## src/core/tif_map.vh

```
// Register offsets, field positions, reset values and response codes for the
// timer interrupt flag block. Definitions only; included by the main file.
`ifndef TIF_MAP_VH
`define TIF_MAP_VH
`define TIF_ADDR_W 4
`define TIF_OFS_CONTROL 4'h0
`define TIF_OFS_CLEAR 4'h4
`define TIF_OFS_STATUS 4'h8
`define TIF_OFS_MASK 4'hc
`define TIF_PND_LSB 0
`define TIF_IEN_LSB 4
`define TIF_CONTROL_RST 8'h00
`define TIF_EN_RST 4'h0
`define TIF_IRQ_RST 4'h0
`define TIF_MODE_W 2
`define TIF_RESP_OKAY 2'b00
`define TIF_RESP_SLVERR 2'b10
`endif

```

## src/core/tif_event_select.v

```verilog
// Event selection for the four interrupt sources, one flop stage deep.
// Assumes the timer core gives one-cycle event pulses synchronous to aclk.
`timescale 1ns/1ps
module tif_event_select (
  input wire aclk,
  input wire aresetn,
  input wire [1:0] timer_mode,
  input wire [3:0] ev_mode1,
  input wire [3:0] ev_mode2,
  input wire [3:0] ev_mode3,
  input wire [3:0] ev_mode4,
  output reg [3:0] src_event_r
);
  // The mode picks which event group feeds the flags; registered for timing.
  always @(posedge aclk) begin
    if (!aresetn) begin
      src_event_r <= 4'h0;
    end else begin
      case (timer_mode)
        2'h0: src_event_r <= ev_mode1;
        2'h1: src_event_r <= ev_mode2;
        2'h2: src_event_r <= ev_mode3;
        default: src_event_r <= ev_mode4;
      endcase
    end
  end
endmodule // tif_event_select

```

## src/core/tif_flags.v

```verilog
// Interrupt enable and pending flags of a multi-function timer, on AXI4-Lite.
// Assumes one clock aclk, synchronous active-low reset, event pulses on aclk.
//
// How it works
// - byte control register, enables and pendings.
// - reset clears all enables and pendings.
// - timer mode selects event per flag.
// - event or software one sets flag.
// - writing zero to pending changes nothing.
// - pending reads one once triggered.
// - enabled sources request interrupts, others suppressed.
//
// Added by the designer: register access over AXI4-Lite and the register offsets.
`timescale 1ns/1ps
`include "tif_map.vh"
module tif_flags #(
  parameter NSRC = 4
) (
  input wire aclk,
  input wire aresetn,
  input wire [1:0] timer_mode,
  input wire [3:0] ev_mode1,
  input wire [3:0] ev_mode2,
  input wire [3:0] ev_mode3,
  input wire [3:0] ev_mode4,
  input wire [3:0] s_axi_awaddr,
  input wire s_axi_awvalid,
  output reg s_axi_awready,
  input wire [31:0] s_axi_wdata,
  input wire [3:0] s_axi_wstrb,
  input wire s_axi_wvalid,
  output reg s_axi_wready,
  output reg [1:0] s_axi_bresp,
  output reg s_axi_bvalid,
  input wire s_axi_bready,
  input wire [3:0] s_axi_araddr,
  input wire s_axi_arvalid,
  output reg s_axi_arready,
  output reg [31:0] s_axi_rdata,
  output reg [1:0] s_axi_rresp,
  output reg s_axi_rvalid,
  input wire s_axi_rready,
  output reg timer_irq_r,
  output reg irq_r
);
  // ****************************************************************
  // Register map, one aligned word each
  // ****************************************************************
  // 0x0 control: bits 7:4 enables D..A, bits 3:0 pending D..A.
  // 0x4 clear: a one clears the matching pending flag; it reads as zero.
  // 0x8 status: sticky record of enabled events; a read of it clears it.
  // 0xc mask: a one lets the matching status bit drive irq_r.
  // Other offsets answer SLVERR and leave every register alone.
  // Writes with byte lane 0 switched off change nothing.
  // Only one write and one read are ever in flight, so nothing is queued.

  // ****************************************************************
  // State
  // ****************************************************************
  reg [3:0] enable_r;
  reg [3:0] pending_r;
  reg [3:0] irq_stat_r;
  reg [3:0] irq_mask_r;
  reg [3:0] awaddr_r;
  reg have_aw_r;
  reg [31:0] wdata_r;
  reg [3:0] wstrb_r;
  reg have_w_r;
  wire [3:0] src_event;
  wire wr_go;
  wire rd_go;
  reg [3:0] pending_nxt;
  reg [3:0] enable_nxt;
  reg [3:0] irq_stat_nxt;
  reg [3:0] irq_mask_nxt;
  reg [31:0] rdata_nxt;
  reg [1:0] rresp_nxt;
  reg [1:0] bresp_nxt;
  wire aw_take;
  wire w_take;
  wire r_done;
  wire b_done;
  reg awready_nxt;
  reg wready_nxt;
  reg bvalid_nxt;
  reg arready_nxt;
  reg rvalid_nxt;
  reg timer_irq_nxt;
  reg irq_nxt;
  wire wr_control;
  wire wr_clear;
  wire wr_mask;
  wire rd_status;

  // Known offsets answer OKAY, anything else SLVERR.
  function mapped;
    input [3:0] a;
    begin
      mapped = (a == `TIF_OFS_CONTROL) || (a == `TIF_OFS_CLEAR) ||
               (a == `TIF_OFS_STATUS) || (a == `TIF_OFS_MASK);
    end
  endfunction

  // Write strobe lane 0 and the offset together decide a register hit.
  function wr_hit;
    input [3:0] a;
    input [3:0] ofs;
    input lane0;
    begin
      wr_hit = lane0 && (a == ofs);
    end
  endfunction

  tif_event_select u_sel (
    .aclk(aclk),
    .aresetn(aresetn),
    .timer_mode(timer_mode),
    .ev_mode1(ev_mode1),
    .ev_mode2(ev_mode2),
    .ev_mode3(ev_mode3),
    .ev_mode4(ev_mode4),
    .src_event_r(src_event)
  );

  // ****************************************************************
  // AXI4-Lite write channel capture
  // ****************************************************************
  // Address and data are latched independently so either may come first.
  assign aw_take = s_axi_awvalid && s_axi_awready;
  assign w_take = s_axi_wvalid && s_axi_wready;
  assign b_done = s_axi_bvalid && s_axi_bready;
  assign wr_go = have_aw_r && have_w_r && !s_axi_bvalid;

  // A channel is ready only while its holding register is empty and no
  // response is left waiting; one write in flight needs no queue.
  always @* begin
    awready_nxt = !have_aw_r && !aw_take && (!s_axi_bvalid || b_done);
    wready_nxt = !have_w_r && !w_take && (!s_axi_bvalid || b_done);
    bvalid_nxt = s_axi_bvalid;
    if (wr_go) begin
      bvalid_nxt = 1'b1;
    end else if (b_done) begin
      bvalid_nxt = 1'b0;
    end
  end

  // Holding registers for one write; emptied when the write is applied.
  always @(posedge aclk) begin
    if (!aresetn) begin
      have_aw_r <= 1'b0;
      have_w_r <= 1'b0;
      awaddr_r <= 4'h0;
      wdata_r <= 32'h0;
      wstrb_r <= 4'h0;
    end else begin
      if (aw_take) begin
        have_aw_r <= 1'b1;
        awaddr_r <= s_axi_awaddr;
      end else if (wr_go) begin
        have_aw_r <= 1'b0;
      end
      if (w_take) begin
        have_w_r <= 1'b1;
        wdata_r <= s_axi_wdata;
        wstrb_r <= s_axi_wstrb;
      end else if (wr_go) begin
        have_w_r <= 1'b0;
      end
    end
  end

  // Handshake outputs and the write response, each straight from a flop.
  always @(posedge aclk) begin
    if (!aresetn) begin
      s_axi_awready <= 1'b0;
      s_axi_wready <= 1'b0;
      s_axi_bvalid <= 1'b0;
      s_axi_bresp <= `TIF_RESP_OKAY;
    end else begin
      s_axi_awready <= awready_nxt;
      s_axi_wready <= wready_nxt;
      s_axi_bvalid <= bvalid_nxt;
      if (wr_go) begin
        s_axi_bresp <= bresp_nxt;
      end
    end
  end

  // ****************************************************************
  // Read channel
  // ****************************************************************
  assign rd_go = s_axi_arvalid && s_axi_arready;
  assign r_done = s_axi_rvalid && s_axi_rready;

  // Read data mux; a status read is also the clear of that register.
  always @* begin
    rdata_nxt = 32'h0;
    rresp_nxt = `TIF_RESP_OKAY;
    case (s_axi_araddr)
      `TIF_OFS_CONTROL: rdata_nxt[7:0] = {enable_r, pending_r};
      `TIF_OFS_STATUS: rdata_nxt[3:0] = irq_stat_r;
      `TIF_OFS_MASK: rdata_nxt[3:0] = irq_mask_r;
      `TIF_OFS_CLEAR: rdata_nxt = 32'h0;
      default: rresp_nxt = `TIF_RESP_SLVERR;
    endcase
  end

  // The address is refused while read data wait, so one read is in flight.
  always @* begin
    arready_nxt = !s_axi_rvalid && !rd_go;
    rvalid_nxt = s_axi_rvalid;
    if (rd_go) begin
      rvalid_nxt = 1'b1;
    end else if (r_done) begin
      rvalid_nxt = 1'b0;
    end
  end

  // Read data and response are captured with the address handshake.
  always @(posedge aclk) begin
    if (!aresetn) begin
      s_axi_arready <= 1'b0;
      s_axi_rvalid <= 1'b0;
      s_axi_rdata <= 32'h0;
      s_axi_rresp <= `TIF_RESP_OKAY;
    end else begin
      s_axi_arready <= arready_nxt;
      s_axi_rvalid <= rvalid_nxt;
      if (rd_go) begin
        s_axi_rdata <= rdata_nxt;
        s_axi_rresp <= rresp_nxt;
      end
    end
  end

  // ****************************************************************
  // Register decode
  // ****************************************************************
  // Only byte lane 0 holds register bits; the other lanes are ignored.
  assign wr_control = wr_go && wr_hit(awaddr_r, `TIF_OFS_CONTROL, wstrb_r[0]);
  assign wr_clear = wr_go && wr_hit(awaddr_r, `TIF_OFS_CLEAR, wstrb_r[0]);
  assign wr_mask = wr_go && wr_hit(awaddr_r, `TIF_OFS_MASK, wstrb_r[0]);
  // A status read is also its clear, so it keys on the address handshake.
  assign rd_status = rd_go && (s_axi_araddr == `TIF_OFS_STATUS);

  // ****************************************************************
  // Flag update
  // ****************************************************************
  // Hardware events win over a clear in the same cycle, so none is lost.
  always @* begin
    enable_nxt = enable_r;
    pending_nxt = pending_r;
    irq_mask_nxt = irq_mask_r;
    irq_stat_nxt = irq_stat_r;
    bresp_nxt = mapped(awaddr_r) ? `TIF_RESP_OKAY : `TIF_RESP_SLVERR;
    if (rd_status) begin
      irq_stat_nxt = 4'h0;
    end
    if (wr_control) begin
      enable_nxt = wdata_r[`TIF_IEN_LSB +: 4];
      pending_nxt = pending_r | wdata_r[`TIF_PND_LSB +: 4];
    end
    if (wr_clear) begin
      pending_nxt = pending_r & ~wdata_r[3:0];
    end
    if (wr_mask) begin
      irq_mask_nxt = wdata_r[3:0];
    end
    pending_nxt = pending_nxt | src_event;
    irq_stat_nxt = irq_stat_nxt | (src_event & enable_r);
  end

  // Register state, all cleared together by reset.
  always @(posedge aclk) begin
    if (!aresetn) begin
      enable_r <= `TIF_EN_RST;
      pending_r <= `TIF_IRQ_RST;
      irq_stat_r <= `TIF_IRQ_RST;
      irq_mask_r <= `TIF_IRQ_RST;
    end else begin
      enable_r <= enable_nxt;
      pending_r <= pending_nxt;
      irq_stat_r <= irq_stat_nxt;
      irq_mask_r <= irq_mask_nxt;
    end
  end

  // Levels come from next state, so they change on the same edge as the
  // flags and a user sees no extra cycle between a flag and its request.
  always @* begin
    timer_irq_nxt = |(pending_nxt & enable_nxt);
    irq_nxt = |(irq_stat_nxt & irq_mask_nxt);
  end

  // Both interrupt outputs come straight from flops.
  always @(posedge aclk) begin
    if (!aresetn) begin
      timer_irq_r <= 1'b0;
      irq_r <= 1'b0;
    end else begin
      timer_irq_r <= timer_irq_nxt;
      irq_r <= irq_nxt;
    end
  end
endmodule // tif_flags

```

## config.mk

```make
export PLATFORM = sky130hd
export DESIGN_NAME = tif_flags
export DESIGN_NICKNAME = d
export VERILOG_FILES = /design/src/core/tif_event_select.v /design/src/core/tif_flags.v
export VERILOG_INCLUDE_DIRS = /design/src /design/src/core
export SDC_FILE = /design/constraint.sdc
export NUM_CORES = 1
export LEC_CHECK = 0
export ABC_CLOCK_PERIOD_IN_PS = 5500
export BUFFER_PORTS_ARGS = -buffer_cell sky130_fd_sc_hd__buf_4
export CAP_MARGIN = 20
export CORE_UTILIZATION = 40
export CTS_CLUSTER_SIZE = 28
export DETAILED_ROUTE_END_ITERATION = 16
export PLACE_DENSITY_LB_ADDON = 0.3
export SLEW_MARGIN = 15
export SYNTH_ARGS = -nofsm -noshare
export SYNTH_HDL_FRONTEND = slang
export SYNTH_SLANG_ARGS = --single-unit
```

## constraint.sdc

```tcl
create_clock -name aclk -period 5.5 [get_ports aclk]
set_input_delay 0.55 -clock aclk [delete_from_list [all_inputs] [get_ports aclk]]
set_output_delay 0.55 -clock aclk [all_outputs]
set_load 0.02 [all_outputs]
```

==> run_results.csv, run 1 <==
group,metric,value,unit
outcome,status,"complete, no violations",
clock_tree,clock-sinks,52,
timing,worst_pin_slew,715,ps
yosys,ys.flop_type,"dfxtp_1",
min_path,hp-class,"reg2reg",
worst_setup_path,critPathSlowestCell,"or4b_1",
global_route,grtUsageTotal,17.0,%
drt,wl_per_cell,13.0,um
worst_setup_path,end_kind,"register",
timing,slew_headroom,52.2,%
worst_setup_path,worstRegToRegCells,4,
yosys,ys_seq_elements,52,
min_path,whs_path_depth,1,
power,powerDensity,271,nW/um^2
worst_setup_path,path_cells,"or4b_1 -> nor4b_1 -> a211oi_1 -> o41a_1",
final_layout,antenna_cells,0,
floorplanning,core,5610,sq um
timing,setup_slack,3180,ps
drt,wl,5.01,mm
floorplanning,rows,27,
timing,min_period,2320,ps
clock_tree,ctsHoldBuffers,0,
yosys,yosys-top-cells-area,"dfxtp_1 44%, buf_4 8.2%, a21oi_1 6.8%, nand2_1 5.5%, mux4_2 3.8%",
drt,first_pass_iters,6,
placed_design,dpl.hpwl,3.82,mm
yosys,synth_top_area_share,43.9,%
final_layout,drive_gt1_share,25.4,%
worst_setup_path,crit_type,"reg2reg",
clock_tree,clk_pin_slew,90,ps
timing,max_freq,0.432,GHz
yosys,avgSynthCellArea,9.11,sq um
final_layout,area_growth,20.6,%
floorplanning,die_area,6240,sq um
final_layout,fillers,547,
drt,routed_via_density,5.12,
timing,tns,0,ps
floorplanning,die_w,79.0,um
worst_setup_path,crit_required,5700,ps
clock_tree,cts_root_buf,"clkbuf_8",
timing,hold_viol_final,0,
floorplanning,initial_utilization,42.3,%
final_layout,seq_area,1040,sq um
final_layout,multi_input_area,1160,sq um
clock_tree,htreeDepth,2,
flow_run,drv_cap,0,
yosys,yosysWarnings,0,
timing,drv_slew,0,
worst_setup_path,cp_max_fo,16,
clock_tree,cts_tree,"done",
floorplanning,die_y,79.0,um
timing,period_share,42.1,%
timing,setup_viol,0,
clock_tree,cts_setup_buffers,0,
yosys,synth.distinct_cells,40,
global_route,grt_pass1_wl,8.20,mm
yosys,synthArstFlopShare,0,%
global_route,grt_overflow_total,0,
placed_design,routabilityCongestion,0.835,
clock_tree,post_cts_resized,0,
clock_tree,cts_made_buffers,5,
worst_setup_path,critPathArrivalTime,2510,ps
global_route,antenna_found_initial,0,
min_path,holdCritStartpoint,"s_axi_rvalid",
placed_design,numPortBuffers,58,
drt,drt_iter0_markers,106,
global_route,grt_max_degree,37,
final_layout,layout_commonest_cell,"buf_4",
clock_tree,worstSkewPairLatency,310,ps
yosys,synthCells,260,
yosys,synth_edf_count,0,
worst_setup_path,max_stage_delay,830,ps
drt,via_count,1983,
worst_setup_path,critPathLaunchType,"register",
worst_setup_path,worstSetupStartpoint,"s_axi_bvalid",
final_layout,final_cell_mix,"58 x buf_4, 52 x dfxtp_1, 35 x nand2_1",
yosys,yosys.area.top_type,"dfxtp_1",
power,leakage,1.10,nW
clock_tree,cts_buffer_depth,2,
yosys,netlist_area,2370,sq um
placed_design,pre_cts_ws,3230,ps
power,ir_drop,0.116,mV
worst_setup_path,r2r_start,"s_axi_bvalid",
drt,drc,0,
final_layout,nNetsFinal,383,
drt,ant_nets,0,
timing,skew,11.6,ps
global_route,grt_pass1_vias,1803,
timing,rsz0062_at_grt,"false",
floorplanning,ioPinCount,112,
yosys,ys_seq_area_share,43.9,%
-- metrics by stage --
step | std cells | total power [W] | hold WS [ps] | instance area (sq um) | utilization (%)
floorplan | 285 | 0.000485 | 437 | 2460 | -
global placement | 379 | 0.000507 | 434 | 2740 | 48.8
detailed placement | 379 | 0.000509 | 433 | 2740 | 48.8
CTS | 387 | 0.000778 | 449 | 2860 | 51.0
global route | 387 | 0.000807 | 471 | 2860 | 51.0
finish | 387 | 0.000774 | 447 | 2860 | 51.0
-- synthesized netlist by cell type, types with 2 or more instances --
| master | count |
|---|---|
| nand2_1 | 35 |
| mux2_2 | 4 |
| o21a_1 | 3 |
| o41a_1 | 2 |
| clkbuf_1 | 7 |
| dfxtp_1 | 52 |
| buf_4 | 26 |
| a21oi_1 | 32 |
| mux4_2 | 4 |
| nand2b_1 | 2 |
| a211oi_1 | 4 |
| a22o_1 | 4 |
| nand3_1 | 12 |
| nor2_1 | 9 |
| nor4bb_1 | 2 |
| o21ai_0 | 16 |
| nor3_1 | 6 |
| nor4b_2 | 4 |
| a22oi_1 | 8 |
| nand4b_1 | 4 |
| and2_1 | 5 |
-- metal layers --
layer,wire (um),GRT usage (%),vias to the layer above
met2,2350,27.7,75
met3,336,3.22,9
met4,87,7.09,0
li1,-,-,995
met1,2230,21.9,904
met5,0,0,-
-- flip-flops by register name, summed over array words and instances (netlist names) --
signal	count
timer_irq_r	1
u_sel.src_event_r	4
wstrb_r	1
have_w_r	1
awaddr_r	4
s_axi_bvalid	1
irq_mask_r	4
enable_r	4
s_axi_rdata	8
s_axi_bresp	1
pending_r	4
s_axi_awready	1
s_axi_arready	1
s_axi_rresp	1
s_axi_wready	1
have_aw_r	1
s_axi_rvalid	1
irq_r	1
wdata_r	8
irq_stat_r	4
-- worst max-delay path, delay by kind of cell (launching register included) --
family,cells,cell delay (ps)
and+or+nand+nor,2,1320
AOI/OAI and AO/OA,2,510
DFF,1,370
-- layout make-up --
cell class              count  area share (%)
multi-input cells         195            40.7
flip-flops and latches     52            36.4
repair buffers             58            15.2
well taps                  72            3.15
clock buffers               6            2.89
clock inverters             2            1.36
inverters                   2           0.263
-- path summary, 6_finish.rpt --
check / to / slack [ps]
setup / recovery: timer_irq_r / 3180
hold reg to reg: s_axi_arready / 450
setup reg to reg: timer_irq_r / 3180
hold / removal: s_axi_arready / 450
-- report_power, final --
group	switching [W]	internal (W)	total (W)
registers	0.0000151	0.000390	0.000405
clock network	0.000126	0.000149	0.000274
logic	0.0000523	0.0000419	0.0000942
total	0.000193	0.000581	0.000774
-- kinds of logic after synthesis --
kind of cell    after synthesis  synth area share [%]
flops                        52                  43.9
mux                           8                  5.70
other cells                   1                 0.158
simple gates                 90                  21.3
buf+inv                      38                  11.0
compound gates               71                  17.9
Note: power is estimated with default switching activity, not from simulation.
==> run 2, diff against run 1 <==
Settings changed: ABC_CLOCK_PERIOD_IN_PS 5500 to 2400.
Clock period 5.5 ns to 2.4 ns, I/O delays scaled along.
==> run 2 against run 1 <==
Clock skew decreased by 7.5 ps. Via count increased by 0.71%. Clock power increased by 85%. Largest power group unchanged. Highest routed layer unchanged.
==> run_results.csv, run 2 (synthesis results as in run 1) <==
group,metric,value,unit
outcome,status,"complete, no violations",
worst_setup_path,critPathArrivalTime,2330,ps
clock_tree,clk_pin_slew,90,ps
floorplanning,core,5610,sq um
final_layout,layout.cells.non_filler,390,
power,leakage,1.10,nW
timing,slew_headroom,60.5,%
min_path,hp-class,"in2reg",
placed_design,dp.cells,382,
timing,worst_pin_slew,585,ps
drt,via_count,1997,
worst_setup_path,critPathLaunchType,"register",
drt,wl,5.16,mm
clock_tree,cts_setup_buffers,0,
worst_setup_path,r2r_start,"s_axi_bvalid",
final_layout,top_regs,"s_axi_rdata x8, wdata_r x8",
drt,drc,0,
final_layout,final_cell_mix,"61 x buf_4, 52 x dfxtp_1, 35 x nand2_1",
timing,drv_slew,0,
worst_setup_path,crit_type,"reg2reg",
global_route,grtUsageTotal,17.4,%
min_path,holdCritStartpoint,"s_axi_wdata[6]",
drt,wl_per_cell,13.2,um
clock_tree,ctsHoldBuffers,0,
worst_setup_path,worstSetupStartpoint,"s_axi_bvalid",
timing,period_share,88.9,%
drt,wl_met3,296,um
global_route,grt_max_degree,23,
global_route,grt_pass1_wl,8.34,mm
worst_setup_path,path_cells,"or4b_1 -> buf_4 -> nor4b_1 -> a211oi_1 -> o41a_1",
timing,tns,0,ps
clock_tree,htreeDepth,2,
timing,setup_viol,0,
drt,ant_nets,0,
final_layout,antenna_cells,0,
drt,routed_via_density,5.12,
worst_setup_path,crit_required,2590,ps
placed_design,numPortBuffers,58,
final_layout,area_growth,20.2,%
worst_setup_path,max_stage_delay,520,ps
drt,wl_met1,2.37,mm
drt,drt_iter0_markers,130,
global_route,antenna_found_initial,0,
drt,met2_length,2.45,mm
flow_run,drv_cap,0,
worst_setup_path,cp_max_fo,16,
worst_setup_path,end_kind,"register",
floorplanning,die_area,6240,sq um
clock_tree,post_cts_resized,0,
timing,skew,4.07,ps
floorplanning,die_y,79.0,um
drt,first_pass_iters,4,
placed_design,dpl.hpwl,3.91,mm
power,ir_drop,0.312,mV
global_route,grt_pass1_vias,1804,
final_layout,drive_gt1_share,25.5,%
floorplanning,initial_utilization,42.3,%
clock_tree,clock-sinks,52,
final_layout,nNetsFinal,386,
power,powerDensity,582,nW/um^2
floorplanning,rows,27,
timing,max_freq,0.469,GHz
global_route,grt_overflow_total,0,
timing,rsz0062_at_grt,"false",
final_layout,fillers,557,
clock_tree,cts_root_buf,"clkbuf_8",
clock_tree,cts_tree,"done",
clock_tree,cts_made_buffers,5,
clock_tree,worstSkewPairLatency,300,ps
floorplanning,ioPinCount,112,
worst_setup_path,critPathSlowestCell,"or4b_1",
timing,hold_viol_final,0,
final_layout,layout_commonest_cell,"buf_4",
drt,top_layer,"met4",
floorplanning,die_w,79.0,um
clock_tree,cts_buffer_depth,2,
placed_design,routabilityCongestion,0.825,
timing,min_period,2130,ps
[run 2: cell types whose count changed in the layout (fill, tap and decap cells not counted)]
cell,before,now
bufinv_16,1,0
clkinv_4,1,0
clkbuf_1,0,2
buf_4,58,61
[run 2: where the power goes]
| group | internal, W | switching [W] | leakage (nW) |
|---|---|---|---|
| registers | 0.000894 | 0.0000350 | 0.424 |
| logic | 0.000100 | 0.000122 | 0.626 |
| clock network | 0.000236 | 0.000271 | 0.0455 |
| total | 0.00123 | 0.000427 | 1.10 |
[run 2: final timing paths]
path | end | cells past startpoint | slack [ps]
hold reg to reg | s_axi_arready | 1 | 440
setup reg to reg | timer_irq_r | 5 | 270
setup / recovery | timer_irq_r | 5 | 270
hold / removal | wdata_r[6] | 3 | 180
[run 2: through the flow]
step	hold WS (ps)	worst slack [ps]	util, %	cell area (sq um)	power, W
3_5_place_dp	435	298	49.2	2760	0.00117
3_3_place_gp	434	341	49.2	2760	0.00117
2_1_floorplan	376	385	-	2460	0.00111
5_1_grt	168	166	50.8	2850	0.00174
6_report	177	266	50.8	2850	0.00166
4_1_cts	166	284	50.8	2850	0.00167
[run 2: layer usage]
metal	vias to the layer above	global-route usage [%]
met5	-	0
met4	0	7.45
met3	5	3.33
met2	70	28.5
met1	920	22.3
li1	1002	-
[run 2: worst max-delay path, delay by kind of cell (launching register included)]
kind                   cells  cell delay (ps)
AO/OA/AOI/OAI              2              510
buffers and inverters      1              210
flip-flops                 1              360
AND/OR/NAND/NOR            2              930
[run 2: layout make-up]
| class | instances | area [sq um] | area share [%] |
|---|---|---|---|
| Clock buffer | 8 | 90.1 | 3.16 |
| Inverter | 2 | 7.51 | 0.264 |
| Multi-Input combinational cell | 195 | 1160 | 40.8 |
| Sequential cell | 52 | 1040 | 36.5 |
| Tap cell | 72 | 90.1 | 3.16 |
| Timing Repair Buffer | 61 | 458 | 16.1 |
==> run 3, diff against run 2 <==
Settings changed: RECOVER_POWER set to 50.
==> run 3 against run 2 <==
Critical path depth unchanged. Final cell count did not move. Clock power about the same. Critical path type unchanged. Critical endpoint unchanged.
==> run_results.csv, run 3 (synthesis results as in run 1) <==
group,metric,value,unit
timing,tns,0,ps
clock_tree,worstSkewPairLatency,300,ps
global_route,grtUsageTotal,17.4,%
power,powerDensity,592,nW/um^2
timing,drv_slew,0,
timing,slew_headroom,54.1,%
placed_design,dpl.hpwl,3.91,mm
outcome,status,"complete, no violations",
min_path,hp-class,"in2reg",
drt,via_count,1997,
clock_tree,post_cts_resized,0,
global_route,grt_pass1_vias,1804,
floorplanning,ioPinCount,112,
global_route,antenna_found_initial,0,
final_layout,area_growth,17.7,%
drt,drc,0,
timing,skew,4.17,ps
clock_tree,ctsHoldBuffers,0,
worst_setup_path,crit_type,"reg2reg",
global_route,grt_overflow_total,0,
drt,ant_nets,0,
clock_tree,cts_root_buf,"clkbuf_8",
timing,min_period,2130,ps
timing,worst_pin_slew,688,ps
worst_setup_path,r2r_setup_slack,270,ps
floorplanning,die_area,6240,sq um
drt,routed_via_density,5.12,
flow_run,drv_cap,0,
timing,setup_viol,0,
placed_design,place_area,2760,sq um
final_layout,nNetsFinal,386,
final_layout,antenna_cells,0,
floorplanning,core,5610,sq um
final_layout,drive_gt1_share,20.1,%
final_layout,final_cell_mix,"52 x dfxtp_1, 45 x buf_4, 35 x nand2_1",
timing,period_share,88.9,%
clock_tree,cts_made_buffers,5,
final_layout,top_regs,"s_axi_rdata x8, wdata_r x8",
placed_design,routabilityCongestion,0.825,
drt,wl_per_cell,13.3,um
clock_tree,clk_pin_slew,90,ps
clock_tree,cts_buffer_depth,2,
floorplanning,die_w,79.0,um
worst_setup_path,cp_max_fo,16,
timing,rsz0062_at_grt,"false",
clock_tree,htreeDepth,2,
worst_setup_path,critPathLaunchType,"register",
clock_tree,cts_tree,"done",
worst_setup_path,critPathArrivalTime,2330,ps
final_layout,post-route-cell-area,2790,sq um
floorplanning,rows,27,
worst_setup_path,crit_required,2590,ps
timing,hold_viol_final,0,
final_layout,final_util,49.7,%
clock_tree,cts_setup_buffers,0,
floorplanning,die_y,79.0,um
floorplanning,initial_utilization,42.3,%
worst_setup_path,end_kind,"register",
drt,first_pass_iters,4,
final_layout,fillers,555,
drt,wl,5.20,mm
global_route,grt_max_degree,23,
timing,max_freq,0.469,GHz
power,leakage,1.03,nW
placed_design,numPortBuffers,58,
clock_tree,clock-sinks,52,
global_route,grt_pass1_wl,8.34,mm
final_layout,layout_commonest_cell,"dfxtp_1",
power,ir_drop,0.312,mV
drt,drt_iter0_markers,100,
## run 3: cell count changes in the layout (fill, tap and decap cells not counted)
cell,previous run,this run
buf_4,61,45
and2_0,0,1
clkbuf_1,2,18
inv_1,1,2
and2_1,5,4
inv_2,1,0
## run 3: power by group
group	internal, W	switching (W)
Combinational	0.0000952	0.000121
Sequential	0.000894	0.0000350
Clock	0.000236	0.000271
Total	0.00122	0.000427
## run 3: path summary, 6_finish.rpt
| path | cells past startpoint | startpoint | end |
|---|---|---|---|
| worst max-delay path | 5 | s_axi_bvalid | timer_irq_r |
| worst min-delay path | 3 | s_axi_wdata[6] | wdata_r[6] |
| worst max register to register | 5 | s_axi_bvalid | timer_irq_r |
| worst min register to register | 1 | s_axi_rvalid | s_axi_arready |
## run 3: routing by layer
layer  part of all wire, %  track usage, %  up-vias
met3                   5.8            3.33        5
met2                    47            28.5       70
met5                     0               0        -
li1                      -               -     1002
met1                    46            22.3      920
met4                  0.79            7.45        0
## run 3: cell type report
cell class                 instances  area (sq um)  area share [%]
tap                               72          90.1            3.23
inverter                           2          7.51           0.269
timing repair buffer              61           398            14.3
clock buffer                       8          90.1            3.23
multi-input combinational        195          1160            41.7
sequential                        52          1040            37.3
## run 3: metrics by stage
stage / setup WS (ps) / hold slack, ps / total power (W) / instances
3_5_place_dp: 298 / 435 / 0.00117 / 382
5_1_grt: 166 / 168 / 0.00173 / 390
6_report: 267 / 177 / 0.00165 / 390
4_1_cts: 284 / 166 / 0.00167 / 390
3_3_place_gp: 341 / 434 / 0.00117 / 382
2_1_floorplan: 385 / 376 / 0.00111 / 285
## run 3: worst max-delay path, stage by stage (launching register included)
cell and delay [ps]:
dfxtp_1 360, or4b_1 520, buf_4 210, nor4b_1 410, a211oi_1 90, o41a_1 420
